--- src/pxc_pkg.sv ---
// Purpose: Constants and types for the extended control register block
// Assumes: 16-bit management register at address 0x10
// Notes:   Shared by the register bank and its invalid-code mapper
package pxc_pkg;
    localparam logic [4:0]  ADDR_EXT_CTRL    = 5'h10;
    localparam int          BIT_OVR_EN       = 15;
    localparam int          BIT_ADDR_HI      = 10;
    localparam int          BIT_ADDR_LO      = 6;
    localparam int          BIT_SCR_TEST     = 5;
    localparam int          BIT_NRZI         = 3;
    localparam int          BIT_INV_CODE     = 2;
    localparam int          BIT_SCR_DIS      = 0;
    localparam logic [15:0] RD_MASK          = 16'h87ED;
    localparam logic        RST_OVR_EN       = 1'b0;
    localparam logic        RST_SCR_TEST     = 1'b0;
    localparam logic        RST_NRZI         = 1'b1;
    localparam logic        RST_INV_CODE     = 1'b0;
    localparam logic        RST_SCR_DIS      = 1'b0;
    localparam logic [4:0]  RST_PORT_ADDR    = 5'h00;

    // Management access as seen by the register bank
    typedef struct packed {
        logic        wr;
        logic        rd;
        logic [4:0]  addr;
        logic [15:0] wdata;
    } pxc_mgmt_t;

    // Controls steering the PCS / PMD datapath
    typedef struct packed {
        logic scr_test;
        logic nrzi;
        logic inv_code;
        logic scr_dis;
        logic ovr_en;
    } pxc_ctrl_t;
endpackage : pxc_pkg

--- src/pxc_ext_ctrl.sv ---
// Purpose: Extended control register of a 10/100 PHY management block
// Assumes: Management frames already decoded into single-cycle strobes
// Notes:   Port address pins sampled once after hardware reset release
`timescale 1ns/1ps

// Function
// - Armed override lets next write change protected bits
// - Override enable self-clears after next write to another register
// - Reserved bits 14:11, 4, 1 read zero
// - Port address latched from LED pins at reset
// - Software reset keeps the port address
// - Scrambler test bit forces descrambler lock loss
// - Bit 3 selects NRZ or NRZI at 100 Mb/s (NRZ at 10 Mb/s), default NRZI
// - Invalid-code bit plus transmit error maps nibbles
// - Scrambler disable bypasses scrambling and descrambling
module pxc_ext_ctrl
(
    // Clock and resets
    input  wire logic               I_SYS_CLK,
    input  wire logic               I_RESETN,
    input  wire logic               I_SW_RESET,
    // Management access
    input  wire pxc_pkg::pxc_mgmt_t I_MGMT,
    output logic             [15:0] O_RDATA,
    // Port address straps on the LED pins
    input  wire logic               I_PORT_ADDRESS_BIT4_LED_PIN,
    input  wire logic               I_PORT_ADDRESS_BIT3_LED_PIN,
    input  wire logic               I_PORT_ADDRESS_BIT2_LED_PIN,
    input  wire logic               I_PORT_ADDRESS_BIT1_LED_PIN,
    input  wire logic               I_PORT_ADDRESS_BIT0_LED_PIN,
    // Transmit datapath hooks
    input  wire logic               I_TX_ERR,
    input  wire logic         [3:0] I_TX_NIBBLE,
    input  wire logic         [4:0] I_TX_NORMAL_SYM,
    input  wire logic               I_SPEED_100,
    input  wire logic               I_OVR_PROT_WR,
    // Outputs
    output logic              [4:0] O_TX_SYM,
    output logic                    O_NRZI_SEL,
    output logic                    O_SCR_BYPASS,
    output logic                    O_FORCE_UNLOCK,
    output logic                    O_OVR_ALLOW,
    output logic              [4:0] O_PORT_ADDR,
    output pxc_pkg::pxc_ctrl_t      O_CTRL
);
    import pxc_pkg::*;

    // ---------------------------------------------------------------
    // Strap synchronisers and capture
    // ---------------------------------------------------------------
    logic [4:0] pin_s1_r;
    logic [4:0] pin_s2_r;
    logic [1:0] cap_cnt_r;
    logic [4:0] port_addr_r;

    always_ff @(posedge I_SYS_CLK or negedge I_RESETN)
    begin
        if (!I_RESETN)
        begin
            pin_s1_r <= 5'h00;
            pin_s2_r <= 5'h00;
        end
        else
        begin
            pin_s1_r <= {I_PORT_ADDRESS_BIT4_LED_PIN,
                         I_PORT_ADDRESS_BIT3_LED_PIN,
                         I_PORT_ADDRESS_BIT2_LED_PIN,
                         I_PORT_ADDRESS_BIT1_LED_PIN,
                         I_PORT_ADDRESS_BIT0_LED_PIN};
            pin_s2_r <= pin_s1_r;
        end
    end

    // Wait for the synchroniser to fill before latching the strap
    always_ff @(posedge I_SYS_CLK or negedge I_RESETN)
    begin
        if (!I_RESETN)
            cap_cnt_r <= 2'h0;
        else if (cap_cnt_r != 2'h3)
            cap_cnt_r <= cap_cnt_r + 2'h1;
    end

    // Software reset deliberately absent here
    always_ff @(posedge I_SYS_CLK or negedge I_RESETN)
    begin
        if (!I_RESETN)
            port_addr_r <= RST_PORT_ADDR;
        else if (cap_cnt_r == 2'h2)
            port_addr_r <= pin_s2_r;
    end

    // ---------------------------------------------------------------
    // Writable control bits
    // ---------------------------------------------------------------
    logic wr_hit;
    logic ovr_en_r;
    logic scr_test_r;
    logic nrzi_r;
    logic inv_code_r;
    logic scr_dis_r;

    assign wr_hit = I_MGMT.wr && (I_MGMT.addr == ADDR_EXT_CTRL);

    // Any management write consumes the arming; a write here with bit 15 set re-arms
    always_ff @(posedge I_SYS_CLK or negedge I_RESETN)
    begin
        if (!I_RESETN)
            ovr_en_r <= RST_OVR_EN;
        else if (I_SW_RESET)
            ovr_en_r <= RST_OVR_EN;
        else if (wr_hit)
            ovr_en_r <= I_MGMT.wdata[BIT_OVR_EN];
        else if (I_MGMT.wr)
            ovr_en_r <= 1'b0;
    end

    always_ff @(posedge I_SYS_CLK or negedge I_RESETN)
    begin
        if (!I_RESETN)
        begin
            scr_test_r <= RST_SCR_TEST;
            nrzi_r     <= RST_NRZI;
            inv_code_r <= RST_INV_CODE;
            scr_dis_r  <= RST_SCR_DIS;
        end
        else if (I_SW_RESET)
        begin
            scr_test_r <= RST_SCR_TEST;
            nrzi_r     <= RST_NRZI;
            inv_code_r <= RST_INV_CODE;
            scr_dis_r  <= RST_SCR_DIS;
        end
        else if (wr_hit)
        begin
            // Reserved write data is dropped, not stored
            scr_test_r <= I_MGMT.wdata[BIT_SCR_TEST];
            nrzi_r     <= I_MGMT.wdata[BIT_NRZI];
            inv_code_r <= I_MGMT.wdata[BIT_INV_CODE];
            scr_dis_r  <= I_MGMT.wdata[BIT_SCR_DIS];
        end
    end

    // ---------------------------------------------------------------
    // Read data
    // ---------------------------------------------------------------
    logic [15:0] rd_word;

    always_comb
    begin
        rd_word = 16'h0000;
        rd_word[BIT_OVR_EN] = ovr_en_r;
        rd_word[BIT_ADDR_HI:BIT_ADDR_LO] = port_addr_r;
        rd_word[BIT_SCR_TEST] = scr_test_r;
        rd_word[BIT_NRZI] = nrzi_r;
        rd_word[BIT_INV_CODE] = inv_code_r;
        rd_word[BIT_SCR_DIS] = scr_dis_r;
    end

    always_ff @(posedge I_SYS_CLK or negedge I_RESETN)
    begin
        if (!I_RESETN)
            O_RDATA <= 16'h0000;
        else if (I_MGMT.rd && (I_MGMT.addr == ADDR_EXT_CTRL))
            O_RDATA <= rd_word & RD_MASK;
    end

    // ---------------------------------------------------------------
    // Datapath controls
    // ---------------------------------------------------------------
    // Protected-bit writes elsewhere are gated by this level
    assign O_OVR_ALLOW    = ovr_en_r && I_MGMT.wr && I_OVR_PROT_WR;
    assign O_NRZI_SEL     = I_SPEED_100 && nrzi_r;
    assign O_SCR_BYPASS   = scr_dis_r;
    assign O_FORCE_UNLOCK = scr_test_r;
    assign O_PORT_ADDR    = port_addr_r;
    assign O_CTRL         = '{scr_test: scr_test_r, nrzi: nrzi_r,
                              inv_code: inv_code_r, scr_dis: scr_dis_r,
                              ovr_en: ovr_en_r};

    pxc_inv_map u_inv_map
    (
        .i_enable     (inv_code_r && I_TX_ERR),
        .i_nibble     (I_TX_NIBBLE),
        .i_normal_sym (I_TX_NORMAL_SYM),
        .o_sym        (O_TX_SYM)
    );

    // ---------------------------------------------------------------
    // Assertions
    // ---------------------------------------------------------------
    property p_self_clear;
        @(posedge I_SYS_CLK) disable iff (!I_RESETN)
        (ovr_en_r && I_MGMT.wr && !wr_hit) |=> !ovr_en_r;
    endproperty
    a_self_clear: assert property (p_self_clear)
        else $error("override enable did not self-clear");

    property p_unarmed;
        @(posedge I_SYS_CLK) disable iff (!I_RESETN)
        (I_MGMT.wr && !wr_hit) |=> !O_OVR_ALLOW;
    endproperty
    a_unarmed: assert property (p_unarmed)
        else $error("protected write allowed while unarmed");

    property p_armed;
        @(posedge I_SYS_CLK) disable iff (!I_RESETN)
        (wr_hit && I_MGMT.wdata[BIT_OVR_EN] && !I_SW_RESET)
            ##1 (I_MGMT.wr && I_OVR_PROT_WR) |-> O_OVR_ALLOW;
    endproperty
    a_armed: assert property (p_armed)
        else $error("armed write not allowed");

    property p_rsv_zero;
        @(posedge I_SYS_CLK) disable iff (!I_RESETN)
        (O_RDATA & ~RD_MASK) == 16'h0000;
    endproperty
    a_rsv_zero: assert property (p_rsv_zero)
        else $error("reserved bit read nonzero");

    property p_addr_stable;
        @(posedge I_SYS_CLK) disable iff (!I_RESETN)
        (cap_cnt_r == 2'h3) |=> $stable(port_addr_r);
    endproperty
    a_addr_stable: assert property (p_addr_stable)
        else $error("port address changed after capture");

    property p_addr_cap;
        @(posedge I_SYS_CLK) disable iff (!I_RESETN)
        (cap_cnt_r == 2'h2) |=> (port_addr_r == $past(pin_s2_r));
    endproperty
    a_addr_cap: assert property (p_addr_cap)
        else $error("port address not captured from pins");

    property p_nrzi;
        @(posedge I_SYS_CLK) disable iff (!I_RESETN)
        (wr_hit && !I_SW_RESET) |=>
            (O_NRZI_SEL == (I_SPEED_100 && $past(I_MGMT.wdata[BIT_NRZI])));
    endproperty
    a_nrzi: assert property (p_nrzi)
        else $error("line encoding select wrong");

    property p_bypass;
        @(posedge I_SYS_CLK) disable iff (!I_RESETN)
        (wr_hit && !I_SW_RESET) |=>
            (O_SCR_BYPASS == $past(I_MGMT.wdata[BIT_SCR_DIS]))
            && (O_FORCE_UNLOCK == $past(I_MGMT.wdata[BIT_SCR_TEST]));
    endproperty
    a_bypass: assert property (p_bypass)
        else $error("scrambler control wrong");

    property p_inv;
        @(posedge I_SYS_CLK) disable iff (!I_RESETN)
        (inv_code_r && I_TX_ERR && I_TX_NIBBLE == 4'hF) |-> O_TX_SYM == 5'h1F;
    endproperty
    a_inv: assert property (p_inv)
        else $error("invalid-code mapping wrong");

    c_arm_then_write: cover property (@(posedge I_SYS_CLK)
        wr_hit && I_MGMT.wdata[BIT_OVR_EN] ##[1:4] O_OVR_ALLOW);
    c_inv_code: cover property (@(posedge I_SYS_CLK)
        inv_code_r && I_TX_ERR);
    c_read: cover property (@(posedge I_SYS_CLK)
        I_MGMT.rd && I_MGMT.addr == ADDR_EXT_CTRL);
endmodule : pxc_ext_ctrl

--- src/pxc_inv_map.sv ---
// Purpose: Nibble to five-bit symbol translation for invalid-code test
// Assumes: Normal 4B/5B symbol is produced elsewhere
// Notes:   Purely combinational
`timescale 1ns/1ps
module pxc_inv_map
(
    // Inputs
    input  wire logic       i_enable,
    input  wire logic [3:0] i_nibble,
    input  wire logic [4:0] i_normal_sym,
    // Outputs
    output logic      [4:0] o_sym
);
    import pxc_pkg::*;

    function automatic logic [4:0] test_sym(input logic [3:0] n);
        case (n)
            4'h8:    test_sym = 5'h00;
            4'h9:    test_sym = 5'h0D;
            4'hA:    test_sym = 5'h0C;
            4'hB:    test_sym = 5'h11;
            4'hC:    test_sym = 5'h10;
            4'hD:    test_sym = 5'h19;
            4'hE:    test_sym = 5'h18;
            4'hF:    test_sym = 5'h1F;
            default: test_sym = {1'b0, n};
        endcase
    endfunction : test_sym

    always_comb
    begin
        o_sym = i_enable ? test_sym(i_nibble) : i_normal_sym;
    end
endmodule : pxc_inv_map

--- config.mk ---
export PLATFORM = sky130hd
export DESIGN_NAME = pxc_ext_ctrl
export DESIGN_NICKNAME = d
export VERILOG_FILES = /design/src/pxc_pkg.sv /design/src/pxc_ext_ctrl.sv /design/src/pxc_inv_map.sv
export SDC_FILE = /design/constraint.sdc
export NUM_CORES = 1
export LEC_CHECK = 0
export BUFFER_PORTS_ARGS = -buffer_cell sky130_fd_sc_hd__clkbuf_2
export CELL_PAD_IN_SITES_DETAIL_PLACEMENT = 0
export CELL_PAD_IN_SITES_GLOBAL_PLACEMENT = 1
export CORE_AREA = 2 2 69 71
export CTS_CLUSTER_DIAMETER = 30
export DETAILED_ROUTE_END_ITERATION = 8
export DIE_AREA = 0 0 71 73
export GPL_ROUTABILITY_DRIVEN = 0
export PLACE_DENSITY_LB_ADDON = 0.05
export REMOVE_ABC_BUFFERS = 1
export SLEW_MARGIN = 5
export SYNTH_ARGS = -nofsm -noshare
export SYNTH_HDL_FRONTEND = slang
export SYNTH_HIERARCHICAL = 1
export SYNTH_SLANG_ARGS = --single-unit
--- constraint.sdc ---
create_clock -name I_SYS_CLK -period 1.5 [get_ports I_SYS_CLK]
set_input_delay 0.225 -clock I_SYS_CLK [delete_from_list [all_inputs] [get_ports I_SYS_CLK]]
set_output_delay 0.225 -clock I_SYS_CLK [all_outputs]
set_load 0.005 [all_outputs]
==> impl_metrics.ini, run 1 <==
[outcome]
outcome = completed

[yosys]
post_synth_main_area_contributors = sky130_fd_sc_hd__dfrtp_1 55%, sky130_fd_sc_hd__mux2_2 14%, sky130_fd_sc_hd__buf_4 5.8%
yosys.area.top_type_share = 0.549
syn_inst = 108
number_of_flops_mapped_to_enable_cells_by_yosys = 0
synthesis.area_sq_um = 1410
synth_warnings = 6
async_s_r_ff_share_synth = 1.00
synth_top_area_cell = sky130_fd_sc_hd__dfrtp_1
ys_seq_elements = 32
yosys.cell_types.count = 26
ys.flop_type = sky130_fd_sc_hd__dfrtp_1
synthesis.area_per_instance_sq_um = 13.1
yosysSeqAreaShare = 0.567

[timing]
fmax_ghz = 0.670
clock_skew_ns = 0.00259
finalMaxSlewViolations = 0
report.final.hold_viol_count = 0
min_period_ns = 1.49
final.hold.worst_slack_ns = 0.0443
period_share = 0.995
finalSetupViolations = 0
grt_setup_unrepaired = yes
setup_slack_ns = 0.00702

[cts]
cts_setup_buffers = 0
cts_made_buffers = 5
cts_max_level = 2
tritoncts = done
cts_sinks = 32
worst_skew_pair_later_pin_latency_ns = 0.28
clockRootBuffer = sky130_fd_sc_hd__clkbuf_8
cts_max_path_buffers = 2
clock_transition_at_the_register_clock_pins_on_the_worst_setup_and_hold_paths_after_cts_ns = 0.07

[placement]
buffer_ports.inserted = 60
dp.final_hpwl_um = 2050
post-place-ws_ns = 0.152

[finish]
finish.utilization = 0.412
area_growth_pct = 32.1
drive_above_1_share = 0.534
diodes = 0
fin_nets = 218
register_area_sq_um = 802
multi_input_combinational_cell_area_sq_um = 538
final.fill_count = 456

[route]
route.detailed.vias_per_inst = 4.36
detailed_router_iteration_count_before_antenna_repair = 2
vias = 995
ant_nets = 0
drt_wl_total_um = 2730
drtIter0Drc = 15
drc_errors = 0
post_drt_wl_per_cell_um = 12.0

[power]
power_leakage_uw = 0.000938
internal_power_uw = 1360
share_clk_of_total_power = 0.367
switching_share = 0.249
p_seq_frac = 0.520
pwr-share-comb = 0.113
powerDensity_nw_per_um2 = 967
power.switching_uw = 449
power.ir.vdd_worst_mv = 0.609

[critical_path]
crit-reg2reg-launch = cap_cnt_r[0]
endpoint_kind = output port
crit_start = inv_code_r
crit_path_launch_type = flop
worstPathRequired_ns = 1.27
critical_path_class = flop to output port
crit_arrival_ns = 1.27
crit_path_end = O_TX_SYM[1]
crit_path_max_fo = 7
worstReg2RegEnd = O_PORT_ADDR[3]
rr_worst_depth = 3
timing.reg2reg.setup_slack_ns = 0.26

[global_route]
pin_count_of_the_biggest_net_entering_global_routing = 20
grt_use_total = 0.110
grt-ovfl-total = 0
antenna_found_initial = 0
first_global_vias = 958
global_route_wire_length_before_repair_um = 4410

[die]
start_util = 0.312
die_y_um = 73
floorplan.die.width_um = 71
floorplan.die_area_sq_um = 5180
placementRows = 25
design.core.area_sq_um = 4540
ios = 78

[job]
max_cap_violations = 0

[hold_path]
hold_depth = 1
hold_class = input port to flop
-- worst max-delay path, stage by stage, from the launching register on --
cell and delay, ns:
sky130_fd_sc_hd__dfrtp_1 0.38, sky130_fd_sc_hd__and2_4 0.19, sky130_fd_sc_hd__mux2_4 0.30, sky130_fd_sc_hd__clkbuf_2 0.11
-- stage by stage --
step,power [uW],setup TNS (ns),cells,instance area (sq um)
6_report,1810,0,228,1870
3_3_place_gp,1150,0,219,1760
5_1_grt,1910,-0.0882,228,1870
4_1_cts,1840,-0.0267,228,1860
3_5_place_dp,1160,0,219,1760
2_1_floorplan,1030,0,101,1350
-- how the worst min path moves through the flow --
stage | from | endpoint | slack (ns)
after floorplan | I_RESETN | O_FORCE_UNLOCK | -0.07
after global placement | I_RESETN | pin_s1_r[3] | 0.20
after detailed placement | I_RESETN | pin_s1_r[3] | 0.21
after CTS | I_PORT_ADDRESS_BIT4_LED_PIN | pin_s1_r[4] | 0.03
after global routing | I_PORT_ADDRESS_BIT1_LED_PIN | pin_s1_r[1] | 0.02
final | I_PORT_ADDRESS_BIT4_LED_PIN | pin_s1_r[4] | 0.04
-- sequential cells by signal, indices dropped and copies added (netlist names) --
signal / flops
nrzi_r: 1
inv_code_r: 1
O_SCR_BYPASS: 1
O_FORCE_UNLOCK: 1
O_RDATA: 10
O_PORT_ADDR: 5
pin_s2_r: 5
pin_s1_r: 5
cap_cnt_r: 2
ovr_en_r: 1
-- cell type report --
cell class / instances / area share
flip-flops and latches: 32 / 0.429
clock inverters: 3 / 0.0127
multi-input cells: 65 / 0.288
repair buffers: 65 / 0.189
inverters: 4 / 0.00804
well taps: 54 / 0.0362
clock buffers: 5 / 0.0368
-- synth_stat cells (2+ instances only) --
| library cell | n |
|---|---|
| sky130_fd_sc_hd__dfrtp_1 | 31 |
| sky130_fd_sc_hd__mux2_2 | 17 |
| sky130_fd_sc_hd__buf_4 | 11 |
| sky130_fd_sc_hd__nand2b_1 | 7 |
| sky130_fd_sc_hd__inv_1 | 4 |
| sky130_fd_sc_hd__mux2i_1 | 4 |
| sky130_fd_sc_hd__a21oi_1 | 3 |
| sky130_fd_sc_hd__nand2_1 | 3 |
| sky130_fd_sc_hd__nand3b_1 | 3 |
| sky130_fd_sc_hd__nor2_1 | 3 |
| sky130_fd_sc_hd__a31oi_1 | 2 |
| sky130_fd_sc_hd__and2_1 | 2 |
| sky130_fd_sc_hd__and4bb_1 | 2 |
| sky130_fd_sc_hd__ha_1 | 2 |
| sky130_fd_sc_hd__o21ai_0 | 2 |
| sky130_fd_sc_hd__o22ai_1 | 2 |
-- layout by cell type (no fill, tap or decap), types with 2 or more instances in the layout --
cell and count:
sky130_fd_sc_hd__clkbuf_2 60, sky130_fd_sc_hd__dfrtp_1 31, sky130_fd_sc_hd__mux2_2 15, sky130_fd_sc_hd__nand2b_1 7, sky130_fd_sc_hd__conb_1 6, sky130_fd_sc_hd__clkbuf_8 5, sky130_fd_sc_hd__inv_1 4, sky130_fd_sc_hd__mux2i_1 4
sky130_fd_sc_hd__nand2_1 3, sky130_fd_sc_hd__a21oi_1 3, sky130_fd_sc_hd__nand3b_1 3, sky130_fd_sc_hd__nor2_1 3, sky130_fd_sc_hd__buf_4 3, sky130_fd_sc_hd__o21ai_0 2, sky130_fd_sc_hd__ha_1 2, sky130_fd_sc_hd__clkinvlp_4 2
sky130_fd_sc_hd__o22ai_1 2, sky130_fd_sc_hd__and4bb_1 2, sky130_fd_sc_hd__a31oi_1 2, sky130_fd_sc_hd__mux2_4 2
-- kinds of logic (layout without fill, tap and decap cells) --
logic type | count (synthesis) | in the layout | share of synthesized area
AOI/OAI and AO/OA | 10 | 10 | 0.0407
xor gates and xnor gates | 1 | 1 | 0.00620
adders and majority gates | 2 | 2 | 0.0177
buffers and inverters | 16 | 77 | 0.0726
DFF | 32 | 32 | 0.567
muxes | 21 | 21 | 0.164
other | 1 | 6 | 0.00265
and+or+nand+nor | 25 | 25 | 0.129
-- power groups by stage --
stage | clock network (uW) | registers (uW) | logic [uW]
after floorplan | 0 | 958 | 68.2
after global placement | 0 | 954 | 200
after detailed placement | 0 | 957 | 204
after CTS | 695 | 940 | 207
after global routing | 741 | 946 | 227
final | 662 | 939 | 204
-- per-layer routing --
layer	vias to the layer above	part of all wire	global-route usage
met5	-	0	0
met4	0	0.0099	0.0503
met3	4	0.080	0.0401
met2	39	0.50	0.181
li1	485	-	-
met1	467	0.41	0.128
-- repair_timing --
action / CTS / global route
endpoints found under the setup margin: 5 / 2
cloned: 0 / 0
hold buffers: 1 / 0
pin swaps: 1 / 1
hold endpoints to repair: 17 / 0
gates resized for setup: 2 / 2
Power figures use the tool's default switching activity.
==> run 2, diff against run 1 <==
--- a/config.mk
+++ b/config.mk
@@ -5,6 +5,7 @@
 export SDC_FILE = /design/constraint.sdc
 export NUM_CORES = 1
 export LEC_CHECK = 0
+export ABC_CLOCK_PERIOD_IN_PS = 1500
 export BUFFER_PORTS_ARGS = -buffer_cell sky130_fd_sc_hd__clkbuf_2
 export CELL_PAD_IN_SITES_DETAIL_PLACEMENT = 0
 export CELL_PAD_IN_SITES_GLOBAL_PLACEMENT = 1
@@ -18,5 +19,4 @@
 export SLEW_MARGIN = 5
 export SYNTH_ARGS = -nofsm -noshare
 export SYNTH_HDL_FRONTEND = slang
-export SYNTH_HIERARCHICAL = 1
 export SYNTH_SLANG_ARGS = --single-unit
==> run 2 against run 1 <==
Compared with the run above: hold slack gained 0.012 ns; highest routed layer unchanged; synthesized cell count grew 0.93%; area after synthesis shrank 1.8%.
==> impl_metrics.ini, run 2 <==
[yosys]
ys_seq_elements = 32
synthesis.area_sq_um = 1390
largest_family_of_logic_cells_by_synthesized_area = multiplexers
synthesis.area_per_instance_sq_um = 12.7
synth-compound-area-share = 0.0459
yosys.cell_count.top_type = sky130_fd_sc_hd__dfrtp_1
yosys.area.top_type_share = 0.559
synth_mux_area_frac = 0.159
synth_top_area_cell = sky130_fd_sc_hd__dfrtp_1
ys.flop_type = sky130_fd_sc_hd__dfrtp_1
yosysSeqAreaShare = 0.577
synth_warnings = 0
synth_simple_gate_area_frac = 0.117
async_s_r_ff_share_synth = 1.00
syn_inst = 109
synthAdderAreaFrac = 0.0180
yosys.area_share.xor_xnor = 0.00631
yosys.cell_types.count = 28
synth.cells.most_frequent = 31 x sky130_fd_sc_hd__dfrtp_1, 16 x sky130_fd_sc_hd__mux2_2, 11 x sky130_fd_sc_hd__buf_4, 7 x sky130_fd_sc_hd__nand2_1, 7 x sky130_fd_sc_hd__nand2b_1
post_synth_main_area_contributors = sky130_fd_sc_hd__dfrtp_1 56%, sky130_fd_sc_hd__mux2_2 13%, sky130_fd_sc_hd__buf_4 5.9%
number_of_flops_mapped_to_enable_cells_by_yosys = 0

[critical_path]
crit_slowest_cell = sky130_fd_sc_hd__dfrtp_1
crit_path_max_fo = 7
critical_path.top_delay_family = flip-flops
crit_arrival_ns = 1.23
path_cells = nand2_4, mux2_2, clkbuf_2
endpoint_kind = output port
critical_path_class = flop to output port
timing.reg2reg.setup_slack_ns = 0.26
total_buffers_and_inverters_traversed_by_the_critical_path = 1
worstReg2RegEnd = O_PORT_ADDR[4]
crit_path_launch_type = flop
largest_stage_delay_on_the_critical_path_ns = 0.41
rr_worst_depth = 3
worstPathRequired_ns = 1.27
crit-reg2reg-launch = cap_cnt_r[0]

[finish]
drive_above_1_share = 0.523
largest_reg_by_ff_count = O_RDATA
final_cells = 228
fin_nets = 218
diodes = 0
most_common_cell_after_layout_fill_and_taps_aside = sky130_fd_sc_hd__clkbuf_2
final.fill_count = 469
area_growth_pct = 31.5
most-common-layout-cells = 60 x sky130_fd_sc_hd__clkbuf_2, 31 x sky130_fd_sc_hd__dfrtp_1, 16 x sky130_fd_sc_hd__mux2_2
largest_reg_flops = 10

[timing]
report.final.hold_viol_count = 0
setup_slack_ns = 0.0478
period_share = 0.968
finalMaxSlewViolations = 0
setup_tns_final_ns = 0
finalSetupViolations = 0
grt_setup_unrepaired = yes
min_period_ns = 1.45
fmax_ghz = 0.689
clock_skew_ns = 0.00526

[route]
drc_errors = 0
route.detailed.vias_per_inst = 4.32
post_drt_wl_per_cell_um = 11.7
drt_wl_total_um = 2670
drtIter0Drc = 13
detailed_router_iteration_count_before_antenna_repair = 4
vias = 985
ant_nets = 0

[global_route]
global_route_wire_length_before_repair_um = 4300
grt_use_total = 0.110
first_global_vias = 916
grt-ovfl-total = 0
antenna_found_initial = 0
pin_count_of_the_biggest_net_entering_global_routing = 33

[die]
placementRows = 25
die_y_um = 73
start_util = 0.306
design.core.area_sq_um = 4540
floorplan.die.width_um = 71
ios = 78
floorplan.die_area_sq_um = 5180

[cts]
clock_transition_at_the_register_clock_pins_on_the_worst_setup_and_hold_paths_after_cts_ns = 0.06
cts_max_level = 2
tritoncts = done
cts_made_buffers = 5
cts_setup_buffers = 0
worst_skew_pair_later_pin_latency_ns = 0.27
clockRootBuffer = sky130_fd_sc_hd__clkbuf_8
cts_sinks = 32
cts_max_path_buffers = 2

[power]
pwr-share-comb = 0.110
power_leakage_uw = 0.000940
switching_share = 0.219
power.switching_uw = 393
power.ir.vdd_worst_mv = 0.647
p_seq_frac = 0.524
share_clk_of_total_power = 0.366
powerDensity_nw_per_um2 = 981
internal_power_uw = 1400

[placement]
post-place-ws_ns = 0.0411
dp.cells = 219
dp.final_hpwl_um = 2060
buffer_ports.inserted = 60

[hold_path]
hold_class = input port to flop
min-delay-start = I_PORT_ADDRESS_BIT3_LED_PIN
hold_depth = 1
timing.hold.worst_endpoint = pin_s1_r[3]

[outcome]
outcome = completed

[job]
max_cap_violations = 0
run 2: cell types whose count changed after synthesis, sizes merged, moves of 2 or more:
cell    previous run  this run
o22ai              2         0
nand2              3         7
inv                4         1
and3               1         3
o21ai              2         4
and4bb             2         0
nor4bb             0         2
nand3b             3         0
run 2: repair_timing:
action	CTS	global route
endpoints found under the hold margin	31	0
hold buffers	1	0
setup endpoints to repair	1	2
gates resized for setup	1	2
run 2: how the worst max path moves through the flow:
stage               startpoint          end  slack (ns)  depth (start not counted)
finish              inv_code_r  O_TX_SYM[0]        0.05                          3
CTS                 inv_code_r  O_TX_SYM[0]       0.003                          3
global route        inv_code_r  O_TX_SYM[3]      -0.008                          3
global placement    I_MGMT[17]   O_RDATA[8]        0.04                          5
floorplan           I_MGMT[17]   O_RDATA[0]        0.10                          3
detailed placement  I_MGMT[17]   O_RDATA[5]        0.04                          5
run 2: cells by family (layout without fill, tap and decap cells):
group / count (synthesis) / in the layout
multiplexers: 20 / 20
buffers and inverters: 14 / 74
other: 1 / 6
AO/OA/AOI/OAI: 11 / 11
XOR/XNOR: 1 / 1
adder cells (fa/ha/maj): 2 / 2
flip-flops: 32 / 32
AND/OR/NAND/NOR: 28 / 28
run 2: area by class of cell:
| cell class | count | area (sq um) | share of cell area |
|---|---|---|---|
| clock buffer | 8 | 90.1 | 0.0493 |
| inverter | 1 | 3.75 | 0.00205 |
| multi-input combinational | 68 | 510 | 0.279 |
| sequential | 32 | 802 | 0.439 |
| tap | 54 | 67.6 | 0.0370 |
| timing repair buffer | 65 | 353 | 0.193 |
run 2: worst reg2reg max path: cells and delay by family, from the launching register on:
kind / cells / cell delay (ns)
buffers and inverters: 1 / 0.07
adders and majority gates: 1 / 0.29
muxes: 1 / 0.37
DFF: 1 / 0.40
run 2: routing by layer:
layer | global-route usage | up-vias | routed length [um]
met2 | 0.156 | 46 | 1110
met1 | 0.146 | 447 | 1250
met4 | 0.0440 | 0 | 46
met3 | 0.0483 | 6 | 261
met5 | 0 | - | 0
li1 | - | 486 | -
run 2: stage by stage:
step / power, uW / hold slack [ns] / utilization / area [sq um]
CTS: 1820 / 0.0471 / 0.402 / 1820
finish: 1790 / 0.0565 / 0.403 / 1830
global route: 1910 / 0.0390 / 0.403 / 1830
floorplan: 1020 / -0.0706 / - / 1310
global placement: 1150 / 0.266 / 0.379 / 1720
detailed placement: 1150 / 0.272 / 0.379 / 1720
run 2: power by group through the flow:
stage	logic [uW]	registers (uW)	clock network [uW]
global route	221	945	739
CTS	201	940	683
finish	196	939	657
global placement	195	954	0
detailed placement	198	956	0
floorplan	64.3	958	0
==> run 3, diff against run 2 <==
--- a/config.mk
+++ b/config.mk
@@ -14,9 +14,9 @@
 export DETAILED_ROUTE_END_ITERATION = 8
 export DIE_AREA = 0 0 71 73
 export GPL_ROUTABILITY_DRIVEN = 0
-export PLACE_DENSITY_LB_ADDON = 0.05
+export PLACE_DENSITY_LB_ADDON = 0.1
 export REMOVE_ABC_BUFFERS = 1
-export SLEW_MARGIN = 5
+export SLEW_MARGIN = 40
 export SYNTH_ARGS = -nofsm -noshare
 export SYNTH_HDL_FRONTEND = slang
 export SYNTH_SLANG_ARGS = --single-unit
==> run 3 against run 2 <==
Compared with the run above: non-clock buffer count is 3 higher; sequential power hardly changed; cell area is 2.2% higher; sequential share of layout area is 0.94 points lower; routed wire length is 0.86% higher; die area stayed put; critical path type unchanged; fmax is 0.99% higher.
==> impl_metrics.ini, run 3 (synthesized netlist as in run 2, its figures left out) <==
[outcome]
outcome = completed

[cts]
cts_made_buffers = 5
clock_transition_at_the_register_clock_pins_on_the_worst_setup_and_hold_paths_after_cts_ns = 0.06
worst_skew_pair_later_pin_latency_ns = 0.27
tritoncts = done
clockRootBuffer = sky130_fd_sc_hd__clkbuf_8
cts_sinks = 32
cts_max_path_buffers = 2
cts_max_level = 2

[finish]
fin_nets = 221
final_cells = 231
drive_above_1_share = 0.537
largest_reg_by_ff_count = O_RDATA
most_common_cell_after_layout_fill_and_taps_aside = sky130_fd_sc_hd__clkbuf_2
largest_reg_flops = 10
most-common-layout-cells = 60 x sky130_fd_sc_hd__clkbuf_2, 31 x sky130_fd_sc_hd__dfrtp_1, 16 x sky130_fd_sc_hd__mux2_2
area_growth_pct = 34.4
diodes = 0

[critical_path]
crit_path_max_fo = 5
worstPathRequired_ns = 1.27
endpoint_kind = output port
total_buffers_and_inverters_traversed_by_the_critical_path = 1
crit_path_launch_type = flop
path_cells = nand2_4, mux2_2, clkbuf_2
crit_slowest_cell = sky130_fd_sc_hd__dfrtp_1
largest_stage_delay_on_the_critical_path_ns = 0.41
critical_path.top_delay_family = flip-flops
crit_arrival_ns = 1.21
critical_path_class = flop to output port

[timing]
report.final.hold_viol_count = 0
finalSetupViolations = 0
period_share = 0.959
grt_setup_unrepaired = no
final.hold.worst_slack_ns = 0.0511
clock_skew_ns = 0.00575
min_period_ns = 1.44
setup_tns_final_ns = 0
fmax_ghz = 0.695
finalMaxSlewViolations = 0

[global_route]
antenna_found_initial = 0
first_global_vias = 976
grt-ovfl-total = 0
use_met3 = 0.0387
groute.layer.met2.usage = 0.172
grt_use_total = 0.112
use_met1 = 0.148
pin_count_of_the_biggest_net_entering_global_routing = 21
busiest_layer = met2
global_route_wire_length_before_repair_um = 4550

[placement]
dp.cells = 220
dp.final_hpwl_um = 2120
buffer_ports.inserted = 60

[die]
ios = 78
placementRows = 25
design.core.area_sq_um = 4540
floorplan.die.width_um = 71
start_util = 0.306
die_y_um = 73
floorplan.die_area_sq_um = 5180

[route]
ant_nets = 0
post_drt_wl_per_cell_um = 11.7
route.detailed.vias_per_inst = 4.40
drtIter0Drc = 22
vias = 1016
detailed_router_iteration_count_before_antenna_repair = 4
drc_errors = 0
drt_wl_total_um = 2700

[job]
max_cap_violations = 0

[hold_path]
hold_class = input port to flop

[power]
power.ir.vdd_worst_mv = 0.589
power_leakage_uw = 0.000962
power.total_uw = 1920
powerDensity_nw_per_um2 = 1030
run 3: changes by cell type in the layout (fill, tap and decap cells not counted), sizes merged:
cell    before  now
clkbuf      68   66
buf          4    7
clkinv       0    1
bufinv       0    1
run 3: path summary, 6_finish.rpt:
| path | depth (start not counted) | start | slack, ns | to |
|---|---|---|---|---|
| setup reg to reg | 3 | cap_cnt_r[0] | 0.24 | O_PORT_ADDR[1] |
| setup / recovery | 3 | inv_code_r | 0.06 | O_TX_SYM[0] |
| max in group asynchronous | 3 | I_RESETN | 0.77 | nrzi_r |
| hold reg to reg | 0 | pin_s1_r[4] | 0.35 | pin_s2_r[4] |
| hold / removal | 1 | I_PORT_ADDRESS_BIT2_LED_PIN | 0.05 | pin_s1_r[2] |
| min in group asynchronous | 3 | I_RESETN | 0.42 | pin_s2_r[0] |
run 3: final cells by class:
cell class	count	area [sq um]
repair buffers	68	375
inverters	1	3.75
clock inverters	2	35.0
fillers	458	2670
flip-flops and latches	32	802
clock buffers	6	72.6
well taps	54	67.6
multi-input cells	68	510
run 3: report_power, final:
part	switching [uW]	total (uW)	internal, uW
Sequential	23.2	939	916
Clock	292	784	492
Combinational	88.5	200	111
run 3: layer usage:
metal / part of all wire / vias up
met1: 0.44 / 475
met2: 0.48 / 48
li1: - / 493
met5: 0 / -
met4: 0 / 0
met3: 0.076 / 0
run 3: timing repair:
item | in CTS | in global routing
hold buffers | 1 | 0
endpoints found under the hold margin | 31 | 0
resized for setup | 1 | 1
buffers inserted | 0 | 2
pin swaps | 0 | 1
setup endpoints to repair | 1 | 2
run 3: through the flow:
stage	setup slack, ns	utilization	area (sq um)
floorplan	0.101	-	1310
global placement	0.0224	0.381	1730
detailed placement	0.0269	0.381	1730
CTS	0.0132	0.407	1850
global route	0.0113	0.412	1870
finish	0.0621	0.412	1870
